File: config.mk
export PLATFORM = sky130hd
export DESIGN_NAME = gcr_logic
export DESIGN_NICKNAME = d
export VERILOG_FILES = /design/src/hdl/gcr_logic.v
export VERILOG_INCLUDE_DIRS = /design/src /design/src/hdl
export SDC_FILE = /design/constraint.sdc
export NUM_CORES = 1
export LEC_CHECK = 0
export BUFFER_PORTS_ARGS = -buffer_cell sky130_fd_sc_hd__buf_2
export CAP_MARGIN = 0
export CELL_PAD_IN_SITES_DETAIL_PLACEMENT = 2
export CELL_PAD_IN_SITES_GLOBAL_PLACEMENT = 2
export CORE_ASPECT_RATIO = 1.4
export CORE_UTILIZATION = 37
export DETAILED_ROUTE_END_ITERATION = 10
export GPL_TIMING_DRIVEN = 0
export PLACE_DENSITY = 0.77
export SYNTH_ARGS = -nofsm -noshare
export SYNTH_HDL_FRONTEND = slang
export SYNTH_SLANG_ARGS = --single-unit
File: constraint.sdc
create_clock -name clock_in -period 12.95 [get_ports clock_in]
set_input_delay 0.6475 -clock clock_in [delete_from_list [all_inputs] [get_ports clock_in]]
set_output_delay 0.6475 -clock clock_in [all_outputs]
set_load 0.02 [all_outputs]
File: src/hdl/gcr_map.vh
// constants and field map of the gauge control, reset and fault logic
// Summary of operation
// - zeroing routes undriven coil voltage to monitor
// - internal reset at logic power-up or low supply
// - low reset input forces default state
// - reset clears config except full-step time
// - reset disables coils and sets undervoltage flag
// - external reset loses calibration, speed, zeroing setup
// - faults latch, clear after shifted out validly
// - overtemperature disables only affected gauge, flags it
// - overtemp flag holds until re-enable when cool
// - clock and motion continue down to 4.0 V
// - enable bits per gauge plus calibration arm
// - armed chip-select pulse length calibrates clock
// - one bit picks maximum or nominal clock
// - zeroing config: step time, blanking, preload fields
// - out-of-range calibration reported on serial out
// - moved flag set after microstep since last report
// - static flag shows pointer at commanded position
// - null command bit only returns status
// - zeroing command: gauge, enable, direction bits
// - two-bit field selects accumulator view on output
// - zeroing gauge ignores other commands until done
// - calibration count 4..15 accepted, else flagged
`ifndef GCR_MAP_VH
`define GCR_MAP_VH
`define GCR_FRAME_BITS     16
`define GCR_CNT_W          5
// command selector in bits 15:13
`define GCR_CMD_HI         15
`define GCR_CMD_LO         13
`define GCR_CMD_ENCAL      3'h0
`define GCR_CMD_ZCFG       3'h1
`define GCR_CMD_ZERO       3'h2
// enable / calibrate fields
`define GCR_PE_EN0         0
`define GCR_PE_EN1         1
`define GCR_PE_CAL         3
`define GCR_PE_CLKSEL      4
`define GCR_PE_ZLOC        7
`define GCR_PE_VIEW_HI     11
`define GCR_PE_VIEW_LO     10
`define GCR_PE_NULL        12
// zeroing config fields
`define GCR_RC_FST_HI      3
`define GCR_RC_FST_LO      0
`define GCR_RC_BLANK       4
`define GCR_RC_PLL_HI      10
`define GCR_RC_PLL_LO      5
`define GCR_RC_PLH_HI      12
`define GCR_RC_PLH_LO      11
`define GCR_FST_RESET      4'h1
// zeroing command fields
`define GCR_RZ_SEL         0
`define GCR_RZ_EN          1
`define GCR_RZ_DIR         2
// status word positions
`define GCR_SO_OT0         0
`define GCR_SO_OT1         1
`define GCR_SO_Z0          2
`define GCR_SO_Z1          3
`define GCR_SO_GAUGE0_MOVED_FLAG        4
`define GCR_SO_GAUGE1_MOVED_FLAG        5
`define GCR_SO_UV          6
`define GCR_SO_CAL         7
`define GCR_SO_OV          9
`define GCR_SO_RSV         8
`define GCR_SO_ST0         10
`define GCR_SO_ST1         11
`define GCR_SO_ACC_HI      15
`define GCR_SO_ACC_LO      12
// calibration: 8.0 us pulse, internal clock 2.0 MHz, count limits
`define GCR_CLK_MHZ        25
`define GCR_CAL_PULSE_NS   8000
`define GCR_CAL_DIV_NS     500
`define GCR_CAL_MIN        5'h04
`define GCR_CAL_MAX        5'h0f
`define GCR_CAL_PRESCALE   ((`GCR_CAL_DIV_NS * `GCR_CLK_MHZ) / 1000)
`endif

File: src/hdl/gcr_logic.v
// gauge control, reset and fault logic with a 16-bit serial frame
`timescale 1ns/10ps
`default_nettype none
`include "gcr_map.vh"
module gcr_logic (
   input  wire        clock_in,          // 25 MHz system clock
   input  wire        resetn_in,         // external reset, active low
   input  wire        logic_por_in,      // logic supply power-up pulse
   input  wire        motor_supply_low_in, // motor supply below 4.0 V
   input  wire        sclk_in,           // serial clock, sampled
   input  wire        csn_in,            // chip select, active low
   input  wire        sdi_in,            // serial data in
   output reg         sdo_out,           // serial data out
   output wire        sdo_oe_out,        // sdo drive enable
   input  wire [1:0]  overtemp_in,       // per-gauge hot level
   input  wire        undervolt_in,      // motor supply undervoltage
   input  wire        overvolt_in,       // motor supply overvoltage
   input  wire [1:0]  microstep_in,      // per-gauge microstep pulse
   input  wire [1:0]  at_target_in,      // pointer at commanded position
   input  wire [1:0]  undriven_coil_in,  // per-gauge undriven coil select
   input  wire [3:0]  coil_level_in,     // digitised coil levels g1c,g1s,g0c,g0s
   input  wire        zero_done_in,      // stall detected on active gauge
   input  wire [15:0] accumulator_in,    // zeroing accumulator
   output reg  [1:0]  coil_enable_out,   // per-gauge coil drive enable
   output reg         clock_max_sel_out, // calibrated clock as maximum
   output reg  [4:0]  cal_divisor_out,   // calibrated clock divisor
   output reg  [3:0]  full_step_time_out, // zeroing full-step time
   output reg         blanking_time_out, // zeroing blanking time
   output reg  [7:0]  preload_out,       // accumulator preload
   output reg         zero_location_out, // position-zero location
   output reg  [1:0]  zeroing_active_out, // per-gauge zeroing running
   output reg         zeroing_dir_out,   // zeroing direction
   output reg         zero_monitor_out,  // undriven coil on monitor pin
   output reg  [1:0]  cmd_accept_out     // gauge accepts other commands
);
   wire       rst_int_n = resetn_in & ~logic_por_in & ~motor_supply_low_in;
   reg        sclk_d_r;
   reg        csn_d_r;
   reg [15:0] shift_in_r;
   reg [15:0] shift_out_r;
   reg [4:0]  bit_cnt_r;
   reg [1:0]  ot_r;
   reg        uv_r;
   reg        ov_r;
   reg        cal_flag_r;
   reg [1:0]  moved_r;
   reg        cal_armed_r;
   reg        cal_run_r;
   reg [7:0]  pre_cnt_r;
   reg [4:0]  cal_cnt_r;
   reg [1:0]  view_r;
   reg        zero_gauge_r;
   wire sclk_rise = sclk_in & ~sclk_d_r;
   wire sclk_fall = ~sclk_in & sclk_d_r;
   wire cs_start  = ~csn_in & csn_d_r;
   wire cs_end    = csn_in & ~csn_d_r;
   wire frame_ok  = cs_end & (bit_cnt_r == `GCR_FRAME_BITS);
   wire [15:0] cmd = shift_in_r;
   wire [2:0]  op  = cmd[`GCR_CMD_HI:`GCR_CMD_LO];

   // accumulator nibble picked by the view select
   function [3:0] acc_view;
      input [15:0] acc;
      input [1:0]  sel;
      begin
         case (sel)
            2'h0:    acc_view = acc[3:0];
            2'h1:    acc_view = acc[7:4];
            2'h2:    acc_view = acc[11:8];
            default: acc_view = acc[15:12];
         endcase
      end
   endfunction

   // status fields; the reserved position always reads zero
   wire [3:0]  acc_nib = acc_view(accumulator_in, view_r);
   wire [15:0] status_word;
   reg  [15:0] cap_r;
   wire        enable_frame;
   wire        zcfg_frame;
   wire        zero_frame;
   wire        cal_out_of_range;
   wire [1:0]  mon_sel;

   assign status_word[`GCR_SO_ACC_HI:`GCR_SO_ACC_LO] = acc_nib;
   assign status_word[`GCR_SO_ST1:`GCR_SO_ST0]       = at_target_in;
   assign status_word[`GCR_SO_OV]                    = ov_r;
   assign status_word[`GCR_SO_RSV]                   = 1'b0;
   assign status_word[`GCR_SO_CAL]                   = cal_flag_r;
   assign status_word[`GCR_SO_UV]                    = uv_r;
   assign status_word[`GCR_SO_GAUGE1_MOVED_FLAG:`GCR_SO_GAUGE0_MOVED_FLAG]     = moved_r;
   assign status_word[`GCR_SO_Z1:`GCR_SO_Z0]         = zeroing_active_out;
   assign status_word[`GCR_SO_OT1:`GCR_SO_OT0]       = ot_r;

   // frame kinds, each true only in the cycle of the chip-select rise
   assign enable_frame = frame_ok & (op == `GCR_CMD_ENCAL) & ~cmd[`GCR_PE_NULL];
   assign zcfg_frame   = frame_ok & (op == `GCR_CMD_ZCFG);
   assign zero_frame   = frame_ok & (op == `GCR_CMD_ZERO);

   assign cal_out_of_range = (cal_cnt_r < `GCR_CAL_MIN) | (cal_cnt_r > `GCR_CAL_MAX);

   assign sdo_oe_out = ~csn_in;

   // serial frame shifter; status is captured at chip-select fall
   always @(posedge clock_in or negedge rst_int_n) begin
      if (!rst_int_n) begin
         sclk_d_r    <= 1'b0;
         csn_d_r     <= 1'b1;
         shift_in_r  <= 16'h0000;
         shift_out_r <= 16'h0000;
         cap_r       <= 16'h0000;
         bit_cnt_r   <= 5'h00;
         sdo_out     <= 1'b0;
      end else begin
         sclk_d_r <= sclk_in;
         csn_d_r  <= csn_in;
         if (cs_start) begin
            shift_out_r <= status_word;
            cap_r       <= status_word;
            sdo_out     <= status_word[`GCR_FRAME_BITS-1];
            bit_cnt_r   <= 5'h00;
         end else if (!csn_in && sclk_rise) begin
            shift_in_r <= {shift_in_r[14:0], sdi_in};
            if (bit_cnt_r != `GCR_FRAME_BITS) begin
               bit_cnt_r <= bit_cnt_r + 5'h01;
            end
         end else if (!csn_in && sclk_fall) begin
            shift_out_r <= {shift_out_r[14:0], 1'b0};
            sdo_out     <= shift_out_r[14];
         end
      end
   end

   // fault latches: set wins over the clear made by a valid frame;
   // except for overtemperature, only a flag that went out in the captured word is cleared, so an
   // event arriving mid-frame survives to the next report
   genvar g;
   generate
      for (g = 0; g < 2; g = g + 1) begin : gauge
         always @(posedge clock_in or negedge rst_int_n) begin
            if (!rst_int_n) begin
               ot_r[g] <= 1'b0;
            end else if (overtemp_in[g]) begin
               ot_r[g] <= 1'b1;
            end else if (enable_frame && cmd[`GCR_PE_EN0 + g]) begin
               // hot gauge keeps its flag until re-enabled once cool
               ot_r[g] <= 1'b0;
            end
         end

         always @(posedge clock_in or negedge rst_int_n) begin
            if (!rst_int_n) begin
               moved_r[g] <= 1'b0;
            end else if (microstep_in[g]) begin
               moved_r[g] <= 1'b1;
            end else if (frame_ok && cap_r[`GCR_SO_GAUGE0_MOVED_FLAG + g]) begin
               moved_r[g] <= 1'b0;
            end
         end
      end
   endgenerate

   always @(posedge clock_in or negedge rst_int_n) begin
      if (!rst_int_n) begin
         uv_r <= 1'b1;
      end else if (undervolt_in) begin
         uv_r <= 1'b1;
      end else if (frame_ok && cap_r[`GCR_SO_UV]) begin
         uv_r <= 1'b0;
      end
   end

   always @(posedge clock_in or negedge rst_int_n) begin
      if (!rst_int_n) begin
         ov_r <= 1'b0;
      end else if (overvolt_in) begin
         ov_r <= 1'b1;
      end else if (frame_ok && cap_r[`GCR_SO_OV]) begin
         ov_r <= 1'b0;
      end
   end

   always @(posedge clock_in or negedge rst_int_n) begin
      if (!rst_int_n) begin
         cal_flag_r <= 1'b0;
      end else if (cs_end && cal_run_r && cal_out_of_range) begin
         cal_flag_r <= 1'b1;
      end else if (frame_ok && cap_r[`GCR_SO_CAL]) begin
         cal_flag_r <= 1'b0;
      end
   end

   // calibration: armed frame, then the next chip-select pulse is timed
   always @(posedge clock_in or negedge rst_int_n) begin
      if (!rst_int_n) begin
         cal_armed_r     <= 1'b0;
         cal_run_r       <= 1'b0;
         pre_cnt_r       <= 8'h00;
         cal_cnt_r       <= 5'h00;
         cal_divisor_out <= 5'h00;
      end else begin
         if (cs_start && cal_armed_r) begin
            cal_run_r   <= 1'b1;
            cal_armed_r <= 1'b0;
            pre_cnt_r   <= 8'h00;
            cal_cnt_r   <= 5'h00;
         end else if (cal_run_r && !csn_in) begin
            // saturate so a long pulse still reads as out of range
            if (pre_cnt_r == `GCR_CAL_PRESCALE - 1) begin
               pre_cnt_r <= 8'h00;
               if (cal_cnt_r != 5'h1f) begin
                  cal_cnt_r <= cal_cnt_r + 5'h01;
               end
            end else begin
               pre_cnt_r <= pre_cnt_r + 8'h01;
            end
         end else if (cal_run_r && cs_end) begin
            cal_run_r       <= 1'b0;
            cal_divisor_out <= cal_cnt_r;
         end else if (enable_frame) begin
            cal_armed_r <= cmd[`GCR_PE_CAL];
         end
      end
   end

   // coil enables: a hot gauge is forced off, a zeroing gauge ignores frames
   always @(posedge clock_in or negedge rst_int_n) begin
      if (!rst_int_n) begin
         coil_enable_out <= 2'h0;
      end else begin
         if (overtemp_in[0]) begin
            coil_enable_out[0] <= 1'b0;
         end else if (enable_frame && !zeroing_active_out[0]) begin
            coil_enable_out[0] <= cmd[`GCR_PE_EN0];
         end
         if (overtemp_in[1]) begin
            coil_enable_out[1] <= 1'b0;
         end else if (enable_frame && !zeroing_active_out[1]) begin
            coil_enable_out[1] <= cmd[`GCR_PE_EN1];
         end
      end
   end

   // enable frame settings
   always @(posedge clock_in or negedge rst_int_n) begin
      if (!rst_int_n) begin
         clock_max_sel_out <= 1'b0;
         zero_location_out <= 1'b0;
         view_r            <= 2'h0;
      end else if (enable_frame) begin
         clock_max_sel_out <= cmd[`GCR_PE_CLKSEL];
         zero_location_out <= cmd[`GCR_PE_ZLOC];
         view_r            <= cmd[`GCR_PE_VIEW_HI:`GCR_PE_VIEW_LO];
      end
   end

   // zeroing configuration; full-step time has its own reset value
   always @(posedge clock_in or negedge rst_int_n) begin
      if (!rst_int_n) begin
         full_step_time_out <= `GCR_FST_RESET;
         blanking_time_out  <= 1'b0;
         preload_out        <= 8'h00;
      end else if (zcfg_frame) begin
         full_step_time_out <= cmd[`GCR_RC_FST_HI:`GCR_RC_FST_LO];
         blanking_time_out  <= cmd[`GCR_RC_BLANK];
         preload_out        <= {cmd[`GCR_RC_PLH_HI:`GCR_RC_PLH_LO],
                                cmd[`GCR_RC_PLL_HI:`GCR_RC_PLL_LO]};
      end
   end

   // zeroing events: one gauge at a time, a start is ignored while any
   // gauge is zeroing; a stall report ends the running event
   always @(posedge clock_in or negedge rst_int_n) begin
      if (!rst_int_n) begin
         zeroing_active_out <= 2'h0;
         zeroing_dir_out    <= 1'b0;
         zero_gauge_r       <= 1'b0;
      end else if (zero_frame && !cmd[`GCR_RZ_EN]
                   && zeroing_active_out[cmd[`GCR_RZ_SEL]]) begin
         zeroing_active_out <= 2'h0;
      end else if (zero_frame && cmd[`GCR_RZ_EN]
                   && zeroing_active_out == 2'h0) begin
         zeroing_active_out[cmd[`GCR_RZ_SEL]] <= 1'b1;
         zero_gauge_r       <= cmd[`GCR_RZ_SEL];
         zeroing_dir_out    <= cmd[`GCR_RZ_DIR] ^ zero_location_out;
      end else if (zero_done_in && zeroing_active_out != 2'h0) begin
         zeroing_active_out <= 2'h0;
      end
   end

   // monitor index: gauge of the running event, then its undriven coil
   assign mon_sel = {zero_gauge_r, undriven_coil_in[zero_gauge_r]};

   always @(posedge clock_in or negedge rst_int_n) begin
      if (!rst_int_n) begin
         cmd_accept_out <= 2'h3;
      end else begin
         cmd_accept_out <= ~zeroing_active_out;
      end
   end

   // monitor pin follows the undriven coil level of the zeroing gauge, low when no gauge is zeroing
   always @(posedge clock_in or negedge rst_int_n) begin
      if (!rst_int_n) begin
         zero_monitor_out <= 1'b0;
      end else if (zeroing_active_out != 2'h0) begin
         zero_monitor_out <= coil_level_in[mon_sel];
      end else begin
         zero_monitor_out <= 1'b0;
      end
   end
endmodule
`default_nettype wire

==> metrics, run 1 <==
worst hold stages 1; Core Region 11300 um2; gpl congestion 0.758; FF-to-FF path depth 8; grt ovf 0; CTS tree done; Top FF cell, synth dfrtp_1; Gate power share 0.121; layout net count 501; Area growth syn-to-layout 20.5%; period utilization 0.181; first-pass GRT wire length 18.4 mm; register area 2430 um2; clk root buf clkbuf_16; post-route ant nets 0; Bufs and invs on worst path 4; min Tclk post-route 2.34 ns; PD cells 135 nW/um2; status completed; antenna cells 0; Worst Setup Start Kind input port; Worst Hold Path EP csn_d_r; clock group share of total power 0.362; clk_lat worst skew 0.34 ns; crit path kind input port to flip-flop; final worst slack 10.61 ns; Die Span Y 130 um; crit-path max FO 10; DIE WIDTH 93.3 um; number of synthesized flops with an enable pin 0; clk slew on worst S/H paths 0.07 ns; Fmax 428 MHz; Worst R2R Start bit_cnt_r[0]; dpl ws 10.26 ns; multi-input logic area 1780 um2; synthesis-stage register bit count 97; CTS H-tree lvls 3; Die Area 12100 um2; largest net degree at the start of global routing 16; router iterations before antenna repair 4; Critical Path AT 2.56 ns; Sw Share 0.275; DP Wirelength 8.28 mm; yosys warns 0; initial antenna violation count 0; endpoints failing hold 0; hold wc startpoint csn_in; clk sinks 97; number of max-cap violations 0; Min Hold Slack 0.434 ns; Wirelength per Cell 18.5 um; Cell variety after synth 51; Synth Cell Area 4320 um2; Synth Area per Inst 11.6 um2; hold buffers post-CTS 0; P_int 508 uW; Slew @ Worst Pin 0.915 ns; Hold Crit Class input port to flip-flop; sequential area share after synthesis 0.564; RSZ-0062 raised after global routing false; CTS Buf Count 9; Fin Clk Skew 0.00598 ns; Starting Density 0.381; layout cells sized above 1 0.323; io pins 68; Critical Path End Type flip-flop; Final setup viols 0; Total Wirelength 11.2 mm; # fillers 1186; Largest stage delay, worst path 0.45 ns; Switching Power 193 uW; reg-to-reg slack, setup 10.67 ns; Iter 0 DRT Violations 79; post-CTS setup buffer count 0; vias in the first global route 3571; Slew Viols, Final 0; FP Rows 46; Post-synth ARST share 1.00; peak supply drop 0.0669 mV; cell mode on critical path buf_2; Slowest-stage cell, CP nor3b_2; post-synthesis net count 415; Vias per Instance 5.27; Syn Inst Count 371; Max-Slew Margin vs Limit 0.387; CP delay by family, top buffers and inverters; sequential share of power 0.517; critical-path cell list buf_2, clkbuf_1, nor3b_2, and2_1, buf_2, buf_2, mux2_2; IO Port Bufs 67; R2R Path End preload_out[6]; required time worst endpoint 13.18 ns; DRC 0; post-cts resize count 0; vias post-DR 3195; clk buf depth 2; Static Leak 0.00246 uW; All-Layer GR Usage 0.199
==> metal layers <==
metal	vias up	part of all wire	global-route usage
li1	1473	-	-
met1	1661	0.40	0.223
met2	47	0.56	0.375
met3	14	0.023	0.0338
met4	0	0.018	0.0715
met5	-	0	0
==> worst reg2reg max path: stages (launching register included) <==
cell and delay, ns:
dfrtp_1 0.38, inv_1 0.08, ha_1 0.21, nand4bb_1 0.09, clkbuf_1 0.40, nor2_1 0.12, nand2_1 0.20, buf_2 0.31
mux2_2 0.38
==> area by class of cell <==
class                      count  area share
tap                          144      0.0346
buffer                        16      0.0139
sequential                    97       0.468
inverter                      11     0.00793
timing repair buffer          75      0.0818
clock buffer                  12      0.0474
clock inverter                 4     0.00553
multi-input combinational    247       0.341
==> sequential cells by signal (all words and copies together) (netlist names), 2 cells and up <==
register	cells
cmd	16
shift_out_r	15
pre_cnt_r	8
preload_out	8
bit_cnt_r	5
cal_cnt_r	5
cal_divisor_out	5
cap_r	5
full_step_time_out	4
cmd_accept_out	2
coil_enable_out	2
moved_r	2
ot_r	2
view_r	2
zeroing_active_out	2
==> cell usage after synthesis (6+ instances only) <==
cell type	number	area, um2
dfrtp_1	92	2300
o21ai_0	24	120
a21oi_1	10	50.1
inv_1	11	41.3
nand3_1	9	45.0
nor2_1	15	56.3
a21o_1	7	52.6
mux2i_1	12	120
nand2_1	59	221
mux2_2	36	405
clkbuf_1	11	41.3
ha_1	6	75.1
==> how the worst max path moves through the flow <==
stage | from | end | slack (ns) | cells after the start
6_report | csn_in | cmd[14] | 10.61 | 7
5_1_grt | csn_in | cmd[14] | 10.46 | 7
4_1_cts | csn_in | cmd[14] | 10.57 | 7
3_5_place_dp | csn_in | cmd[12] | 10.26 | 7
3_3_place_gp | resetn_in | pre_cnt_r[5] | -1.86 | 2
2_1_floorplan | logic_por_in | bit_cnt_r[0] | 2.31 | 1
==> cells by family after synthesis <==
| family | share of synthesized area |
|---|---|
| adders and majority gates | 0.0174 |
| xor gates and xnor gates | 0.0183 |
| AOI/OAI and AO/OA | 0.0884 |
| and+or+nand+nor | 0.140 |
| muxes | 0.146 |
| buffers and inverters | 0.0264 |
| DFF | 0.564 |
==> cell usage in the layout (no fill, tap or decap), drive strengths merged, types with 3 or more instances in the layout <==
cell	netlist	layout
xnor2	5	5
dfrtp	92	92
nand3	9	9
inv	11	11
a21o	7	7
nand4	4	4
ha	6	6
dfstp	5	5
mux2i	12	12
or4	4	4
nor2b	3	3
nor3	5	5
nand2	59	59
xor2	4	4
mux2	37	37
a21oi	10	10
o21ai	24	24
mux4	4	4
buf	5	80
nor4	3	3
nor2	15	15
nor3b	4	4
a22oi	3	3
clkbuf	11	23
o31ai	3	3
==> stage by stage <==
stage / area [um2] / setup TNS, ns / total power (uW) / std cells / utilization
4_1_cts: 5200 / 0 / 709 / 606 / 0.459
3_3_place_gp: 4830 / -170.28 / 443 / 582 / 0.426
2_1_floorplan: 4320 / 0 / 416 / 371 / -
5_1_grt: 5200 / 0 / 730 / 606 / 0.459
3_5_place_dp: 4930 / 0 / 453 / 590 / 0.435
6_report: 5200 / 0 / 701 / 606 / 0.459
==> power groups by stage <==
stage          combinational [uW]  sequential [uW]  clock, uW
6_report                     85.0              362        253
5_1_grt                      94.7              366        269
4_1_cts                      87.5              363        259
3_5_place_dp                 85.5              368          0
3_3_place_gp                 78.1              365          0
2_1_floorplan                56.1              360          0
Note: power is estimated with default switching activity, not from simulation.
==> inputs of run 2 (changes only) <==
--- a/config.mk
+++ b/config.mk
@@ -6,15 +6,16 @@
 export SDC_FILE = /design/constraint.sdc
 export NUM_CORES = 1
 export LEC_CHECK = 0
+export ABC_AREA = 1
 export BUFFER_PORTS_ARGS = -buffer_cell sky130_fd_sc_hd__buf_2
 export CAP_MARGIN = 0
 export CELL_PAD_IN_SITES_DETAIL_PLACEMENT = 2
 export CELL_PAD_IN_SITES_GLOBAL_PLACEMENT = 2
 export CORE_ASPECT_RATIO = 1.4
-export CORE_UTILIZATION = 37
+export CORE_UTILIZATION = 31
 export DETAILED_ROUTE_END_ITERATION = 10
 export GPL_TIMING_DRIVEN = 0
-export PLACE_DENSITY = 0.77
+export PLACE_DENSITY = 0.74
 export SYNTH_ARGS = -nofsm -noshare
 export SYNTH_HDL_FRONTEND = slang
 export SYNTH_SLANG_ARGS = --single-unit
==> constraint.sdc (replaced) <==
create_clock -name clock_in -period 2 [get_ports clock_in]
set_input_delay 0.1 -clock clock_in [delete_from_list [all_inputs] [get_ports clock_in]]
set_output_delay 0.1 -clock clock_in [all_outputs]
set_load 0.02 [all_outputs]
==> run 2 against run 1 <==
Effect of this change:
- clock power grew to 6.6 times the previous value
- die area is 24% higher
- critical path depth is 1 higher
- flip-flop and latch count stayed put
- synthesized cell count is 42% higher
- clock-buffer cell count is 2 lower
- final cell count is 34% higher
- via count is 25% higher
- clock skew is 0.0026 ns higher
- setup slack worse by 10 ns
- largest cell class unchanged
==> metrics, run 2 <==
status completed (unchanged); CTS H-tree lvls 3 (unchanged); Max-Slew Margin vs Limit 0.645 (was 0.387); min Tclk post-route 1.82 ns; clk slew on worst S/H paths 0.07 ns (about the same); Area growth syn-to-layout 24.4% (was 20.5%); Top FF cell, synth dfrtp_1 (unchanged); Cell variety after synth 38 (was 51); Synth Cell Area 4520 um2 (was 4320 um2); top cell types by occurrence after synthesis 132 x nand2_1, 92 x dfrtp_1, 71 x inv_1, 44 x o21ai_0, 38 x nand3_1 (was 92 x dfrtp_1, 59 x nand2_1, 36 x mux2_2, 24 x o21ai_0, 15 x nor2_1); DP Wirelength 10.2 mm (was 8.28 mm); crit path kind flip-flop to flip-flop (was input port to flip-flop); final core occ 0.400 (was 0.459); FF-to-FF path depth 8 (unchanged); Critical Path End Type flip-flop (unchanged); post-CTS setup buffer count 0 (unchanged); clock group share of total power 0.398 (was 0.362); io pins 68 (unchanged); synthesis-stage register bit count 97 (unchanged); Hold Crit Class input port to flip-flop (unchanged); Slew Viols, Final 0 (unchanged); Post-synth ARST share 1.00 (unchanged); layout net count 666 (was 501); All-Layer GR Usage 0.192 (was 0.199); reg-to-reg slack, setup 0.18 ns (was 10.67 ns); endpoints failing hold 0 (unchanged); Worst Hold Path EP cmd[0] (was csn_d_r); Gate power share 0.095 (was 0.121); clk buf depth 2 (unchanged); top post-synthesis cells by area dfrtp_1 51%, nand2_1 11%, inv_1 5.9% (was dfrtp_1 53%, mux2_2 9.4%, nand2_1 5.1%); clk root buf clkbuf_16 (unchanged); peak supply drop 0.387 mV (was 0.0669 mV); Syn Inst Count 526 (was 371); post-synthesis net count 570 (was 415); Sw Share 0.262 (was 0.275); most common cell after layout, fill and taps aside nand2_1 (was dfrtp_1); Vias per Instance 4.90 (was 5.27); crit-path max FO 10 (unchanged); period utilization 0.910; post-route ant nets 0 (unchanged); router iterations before antenna repair 4 (unchanged); PD cells 750 nW/um2 (was 135 nW/um2); Setup crit start csn_d_r (was csn_in); Synth Area per Inst 8.59 um2 (was 11.6 um2); required time worst endpoint 2.23 ns (was 13.18 ns); RSZ-0062 raised after global routing false (unchanged); sequential share of power 0.507 (was 0.517); Core Region 14000 um2 (was 11300 um2); number of synthesized flops with an enable pin 0 (unchanged); initial antenna violation count 0 (unchanged); Fmax 550 MHz; worst hold stages 3 (was 1); FP Rows 51 (was 46); Worst Setup Start Kind flip-flop (was input port); number of max-cap violations 0 (unchanged); largest net degree at the start of global routing 20 (was 16); Die Area 15100 um2 (was 12100 um2); P_int 3110 uW (was 508 uW); R2R Path End pre_cnt_r[2] (was preload_out[6]); max reg flops 16 (unchanged); Tot Pwr 4220 uW (was 701 uW); Iter 0 DRT Violations 99 (was 79); first-pass GRT wire length 22.7 mm (was 18.4 mm); Final setup viols 0 (unchanged); Starting Density 0.322 (was 0.381); DRC 0 (unchanged); vias in the first global route 4479 (was 3571); sequential area share after synthesis 0.539 (was 0.564); Slew @ Worst Pin 0.532 ns (was 0.915 ns); Total Wirelength 13.4 mm (was 11.2 mm); yosys warns 0 (unchanged); Yosys top cell by area dfrtp_1 (unchanged); hold wc startpoint sdi_in (was csn_in); # fillers 1599 (was 1186); Static Leak 0.00286 uW (was 0.00246 uW); most common cell in the synthesized netlist nand2_1 (was dfrtp_1); Switching Power 1110 uW (was 193 uW); most frequent cells in the layout 132 x nand2_1, 92 x dfrtp_1, 71 x inv_1, 71 x buf_2, 44 x o21ai_0 (was 92 x dfrtp_1, 71 x buf_2, 59 x nand2_1, 36 x mux2_2, 24 x o21ai_0); Wirelength per Cell 16.5 um (was 18.5 um); clk sinks 97 (unchanged); Fin Clk Skew 0.00860 ns (was 0.00598 ns); CTS tree done (unchanged); Critical Path AT 2.05 ns (was 2.56 ns); gpl congestion 0.766 (was 0.758); grt ovf 0 (unchanged); DIE WIDTH 104 um (was 93.3 um); IO Port Bufs 67 (unchanged); antenna cells 0 (unchanged); top-area cell type share of the netlist area 0.510 (was 0.533); Die Span Y 145 um (was 130 um); clk_lat worst skew 0.34 ns (about the same); layout cells sized above 1 0.212 (was 0.323); CTS Buf Count 9 (unchanged); Worst R2R Start csn_d_r (was bit_cnt_r[0]); vias post-DR 3982 (was 3195)
[run 2: cell types whose count changed in the layout (fill, tap and decap cells not counted), sizes merged, moves of 6 or more]
cell / delta
a21o: -7
clkbuf: -6
dlygate4sd3: +12
inv: +68
mux2: -36
mux2i: -12
nand2: +76
nand3: +30
nand4: +9
nor2: +23
o21ai: +41
[run 2: how the worst max path moves through the flow]
stage	endpoint	slack [ns]	cells after the start
floorplan	bit_cnt_r[0]	-1.39	1
global placement	cal_cnt_r[0]	-3.03	2
detailed placement	zeroing_dir_out	0.10	9
CTS	zeroing_dir_out	0.09	9
global route	zeroing_dir_out	0.02	9
finish	pre_cnt_r[2]	0.18	8
[run 2: final cells by class]
class / count / area [um2] / share of cell area
repair buffers: 85 / 571 / 0.102
multi-input cells: 338 / 1730 / 0.308
flip-flops and latches: 97 / 2430 / 0.433
clock buffers: 10 / 239 / 0.0425
well taps: 185 / 231 / 0.0412
clock inverters: 6 / 47.5 / 0.00846
plain buffers: 14 / 76.3 / 0.0136
inverters: 77 / 289 / 0.0514
[run 2: cell families after synthesis]
logic type / count (synthesis) / synth area share
simple gates: 231 / 0.226
compound gates: 97 / 0.129
flops: 97 / 0.539
buf+inv: 91 / 0.0809
fa+ha+maj: 6 / 0.0166
xor+xnor: 3 / 0.00582
mux: 1 / 0.00249
[run 2: critical path, cell delays in order (launching register included)]
cell	delay, ns
dfstp_2	0.58
inv_2	0.08
nor2_4	0.24
nand2_2	0.15
nand2_2	0.13
buf_4	0.18
inv_1	0.11
a21oi_1	0.16
nor2_1	0.06
[run 2: power by group through the flow]
| stage | logic (uW) | clock network (uW) | registers (uW) |
|---|---|---|---|
| global route | 460 | 1790 | 2150 |
| floorplan | 229 | 0 | 2160 |
| CTS | 412 | 1730 | 2140 |
| finish | 402 | 1680 | 2140 |
| global placement | 347 | 0 | 2170 |
| detailed placement | 386 | 0 | 2180 |
[run 2: routing by layer]
layer,track usage,part of all wire,vias up
met5,0,0,-
met4,0.0639,0.020,0
met3,0.0273,0.016,19
met2,0.377,0.56,39
met1,0.212,0.41,2034
li1,-,-,1890
[run 2: what timing repair did]
action,in CTS,in global routing
resized for setup,0,1
hold endpoints to repair,20,0
setup endpoints to repair,0,1
hold buffers,12,0
[run 2: per-stage QoR]
stage | setup TNS [ns] | hold slack [ns] | instance area [um2] | cells | worst slack [ns]
6_report | 0 | 0.0452 | 5620 | 812 | 0.180
3_3_place_gp | -287.36 | 0.226 | 5100 | 778 | -3.03
3_5_place_dp | 0 | 0.226 | 5210 | 784 | 0.104
5_1_grt | 0 | 0.0517 | 5620 | 812 | 0.0193
4_1_cts | 0 | 0.0392 | 5620 | 812 | 0.0921
2_1_floorplan | -130.80 | 0.104 | 4530 | 526 | -1.39
==> inputs of run 3 (changes only) <==
--- a/config.mk
+++ b/config.mk
@@ -12,10 +12,12 @@
 export CELL_PAD_IN_SITES_DETAIL_PLACEMENT = 2
 export CELL_PAD_IN_SITES_GLOBAL_PLACEMENT = 2
 export CORE_ASPECT_RATIO = 1.4
+export CORE_MARGIN = 2
 export CORE_UTILIZATION = 31
 export DETAILED_ROUTE_END_ITERATION = 10
 export GPL_TIMING_DRIVEN = 0
 export PLACE_DENSITY = 0.74
+export REMOVE_ABC_BUFFERS = 1
 export SYNTH_ARGS = -nofsm -noshare
 export SYNTH_HDL_FRONTEND = slang
 export SYNTH_SLANG_ARGS = --single-unit
==> run 3 against run 2 <==
Effect of this change:
- clock-buffer cell count unchanged
- non-clock buffer count down 8
- critical path depth is 1 higher
- design area is 0.24% higher
- global-route usage down 1.2 points
- wire length shrank 3.2%
- worst hold slack worse by 0.023 ns
- power up 7.6%
- critical path type unchanged
- largest power group unchanged
==> metrics, run 3 (synthesized netlist as in run 2, its figures left out) <==
RSZ-0062 raised after global routing true (was false); router iterations before antenna repair 4 (unchanged); Layout Cells excl Fill 808 (was 812); Die Span Y 147 um (was 145 um); crit path kind flip-flop to flip-flop (unchanged); IO Port Bufs 67 (unchanged); CTS H-tree lvls 3 (unchanged); Hold Crit Class input port to async pin (was input port to flip-flop); All-Layer GR Usage 0.180 (was 0.192); layout net count 658 (was 666); CTS Buf Count 9 (unchanged); Worst Setup Start Kind flip-flop (unchanged); dpl cell area 5120 um2 (was 5210 um2); Iter 0 DRT Violations 111 (was 99); crit-path max FO 26 (was 10); clk slew on worst S/H paths 0.07 ns (about the same); design area 5630 um2 (was 5620 um2); antenna cells 0 (unchanged); Wirelength per Cell 16.1 um (was 16.5 um); clk buf depth 2 (unchanged); largest net degree at the start of global routing 33 (was 20); Min Hold Slack 0.0226 ns (was 0.0452 ns); most frequent cells in the layout 130 x nand2_1, 92 x dfrtp_1, 71 x inv_1, 67 x buf_2, 44 x o21ai_0 (was 132 x nand2_1, 92 x dfrtp_1, 71 x inv_1, 71 x buf_2, 44 x o21ai_0); cell mode on critical path nand2_1 (was nand2_2); max reg flops 16 (unchanged); Die Area 15600 um2 (was 15100 um2); PD cells 805 nW/um2 (was 750 nW/um2); Starting Density 0.314 (was 0.322); post-route ant nets 0 (unchanged); # fillers 1639 (was 1599); Worst path depth 9 (was 8); Bufs and invs on worst path 2 (was 3); layout cells sized above 1 0.213 (was 0.212); Area growth syn-to-layout 24.7% (was 24.4%); final core occ 0.392 (was 0.400); placed cell count 777 (was 784); FP Rows 52 (was 51); status completed (unchanged); required time worst endpoint 2.23 ns (about the same); DRC 0 (unchanged); Static Leak 0.00287 uW (was 0.00286 uW); FF-to-FF path depth 9 (was 8); critical-path cell list inv_1, ha_1, nand2_1, inv_1, nand2_1, nor2_8, nand4_4, nand2_1, o21ai_2 (was inv_2, nor2_4, nand2_2, nand2_2, buf_4, inv_1, a21oi_1, nor2_1); min Tclk post-route 2.00 ns (was 1.82 ns); most common cell after layout, fill and taps aside nand2_1 (unchanged); endpoints failing hold 0 (unchanged); DIE WIDTH 106 um (was 104 um); vias post-DR 3892 (was 3982); Fin Clk Skew 0.00980 ns (was 0.00860 ns); Final setup viols 0 (unchanged); clk root buf clkbuf_16 (unchanged); period utilization 0.999 (was 0.910); Fmax 501 MHz (was 550 MHz); Fin Setup TNS 0 ns (unchanged); io pins 68 (unchanged); Core Region 14400 um2 (was 14000 um2); Slowest-stage cell, CP dfrtp_1 (was dfstp_2); initial antenna violation count 0 (unchanged); Max-Slew Margin vs Limit 0.622 (was 0.645); gpl congestion 0.778 (was 0.766); peak supply drop 0.379 mV (was 0.387 mV); Critical Path AT 2.22 ns (was 2.05 ns); vias in the first global route 4518 (was 4479); Total Wirelength 13.0 mm (was 13.4 mm); DP Wirelength 9.59 mm (was 10.2 mm); number of max-cap violations 0 (unchanged); first-pass GRT wire length 22.4 mm (was 22.7 mm); Slew Viols, Final 0 (unchanged); Vias per Instance 4.82 (was 4.90); CTS tree done (unchanged); Largest stage delay, worst path 0.40 ns (was 0.58 ns); grt ovf 0 (unchanged); CP delay by family, top simple AND/OR/NAND/NOR gates (unchanged); clk_lat worst skew 0.34 ns (about the same); clk sinks 97 (unchanged); Slew @ Worst Pin 0.565 ns (was 0.532 ns); Critical Path End Type flip-flop (unchanged)
run 3: cell types whose count changed in the layout (fill, tap and decap cells not counted), sizes merged:
cell | previous run | this run
buf | 80 | 78
bufinv | 0 | 3
clkbuf | 17 | 10
clkinv | 3 | 2
clkinvlp | 1 | 0
dlygate4sd3 | 12 | 13
inv | 79 | 78
run 3: layout make-up:
| type | count | area (um2) | share of cell area |
|---|---|---|---|
| sequential | 97 | 2430 | 0.432 |
| multi-input combinational | 338 | 1750 | 0.310 |
| timing repair buffer | 91 | 582 | 0.103 |
| inverter | 77 | 292 | 0.0517 |
| tap | 189 | 236 | 0.0420 |
| clock buffer | 10 | 229 | 0.0406 |
| clock inverter | 6 | 113 | 0.0200 |
run 3: worst min-delay path, cell delays in order:
cell and delay [ns]:
buf_2 0.10, nor3b_2 0.29, buf_6 0.22
run 3: what timing repair did:
item	CTS	global route
endpoints found under the setup margin	24	42
setup buffers	2	0
endpoints found under the hold margin	32	0
resized for setup	0	8
pin swaps	1	0
cloned	0	0
hold buffers	13	0
run 3: power breakdown:
group | total [uW] | switching, uW | internal [uW] | leakage, uW
combinational | 393 | 245 | 148 | 0.00145
clock | 2000 | 774 | 1230 | 0.000167
sequential | 2140 | 69.7 | 2070 | 0.00126
total | 4540 | 1090 | 3450 | 0.00287
run 3: path summary, 6_finish.rpt:
| check | start | endpoint | slack (ns) |
|---|---|---|---|
| max in group asynchronous | motor_supply_low_in | cal_divisor_out[4] | 0.91 |
| max reg2reg | bit_cnt_r[0] | preload_out[2] | 0.002 |
| min reg2reg | preload_out[3] | preload_out[3] | 0.48 |
| min | logic_por_in | preload_out[5] | 0.02 |
| min in group clock_in | accumulator_in[15] | sdo_out | 0.05 |
| max | bit_cnt_r[0] | preload_out[2] | 0.002 |
run 3: layer usage:
metal | share of wire | vias to the layer above | global-route usage
li1 | - | 1871 | -
met2 | 0.56 | 36 | 0.347
met5 | 0 | - | 0
met1 | 0.41 | 1977 | 0.204
met4 | 0.012 | 0 | 0.0447
met3 | 0.016 | 8 | 0.0293
run 3: per-stage QoR:
step	setup WS (ns)	power [uW]
5_1_grt	-0.159	4740
3_3_place_gp	-12.92	2500
2_1_floorplan	-8.10	2380
6_report	0.00236	4540
3_5_place_dp	-0.279	2550
4_1_cts	-0.0138	4590
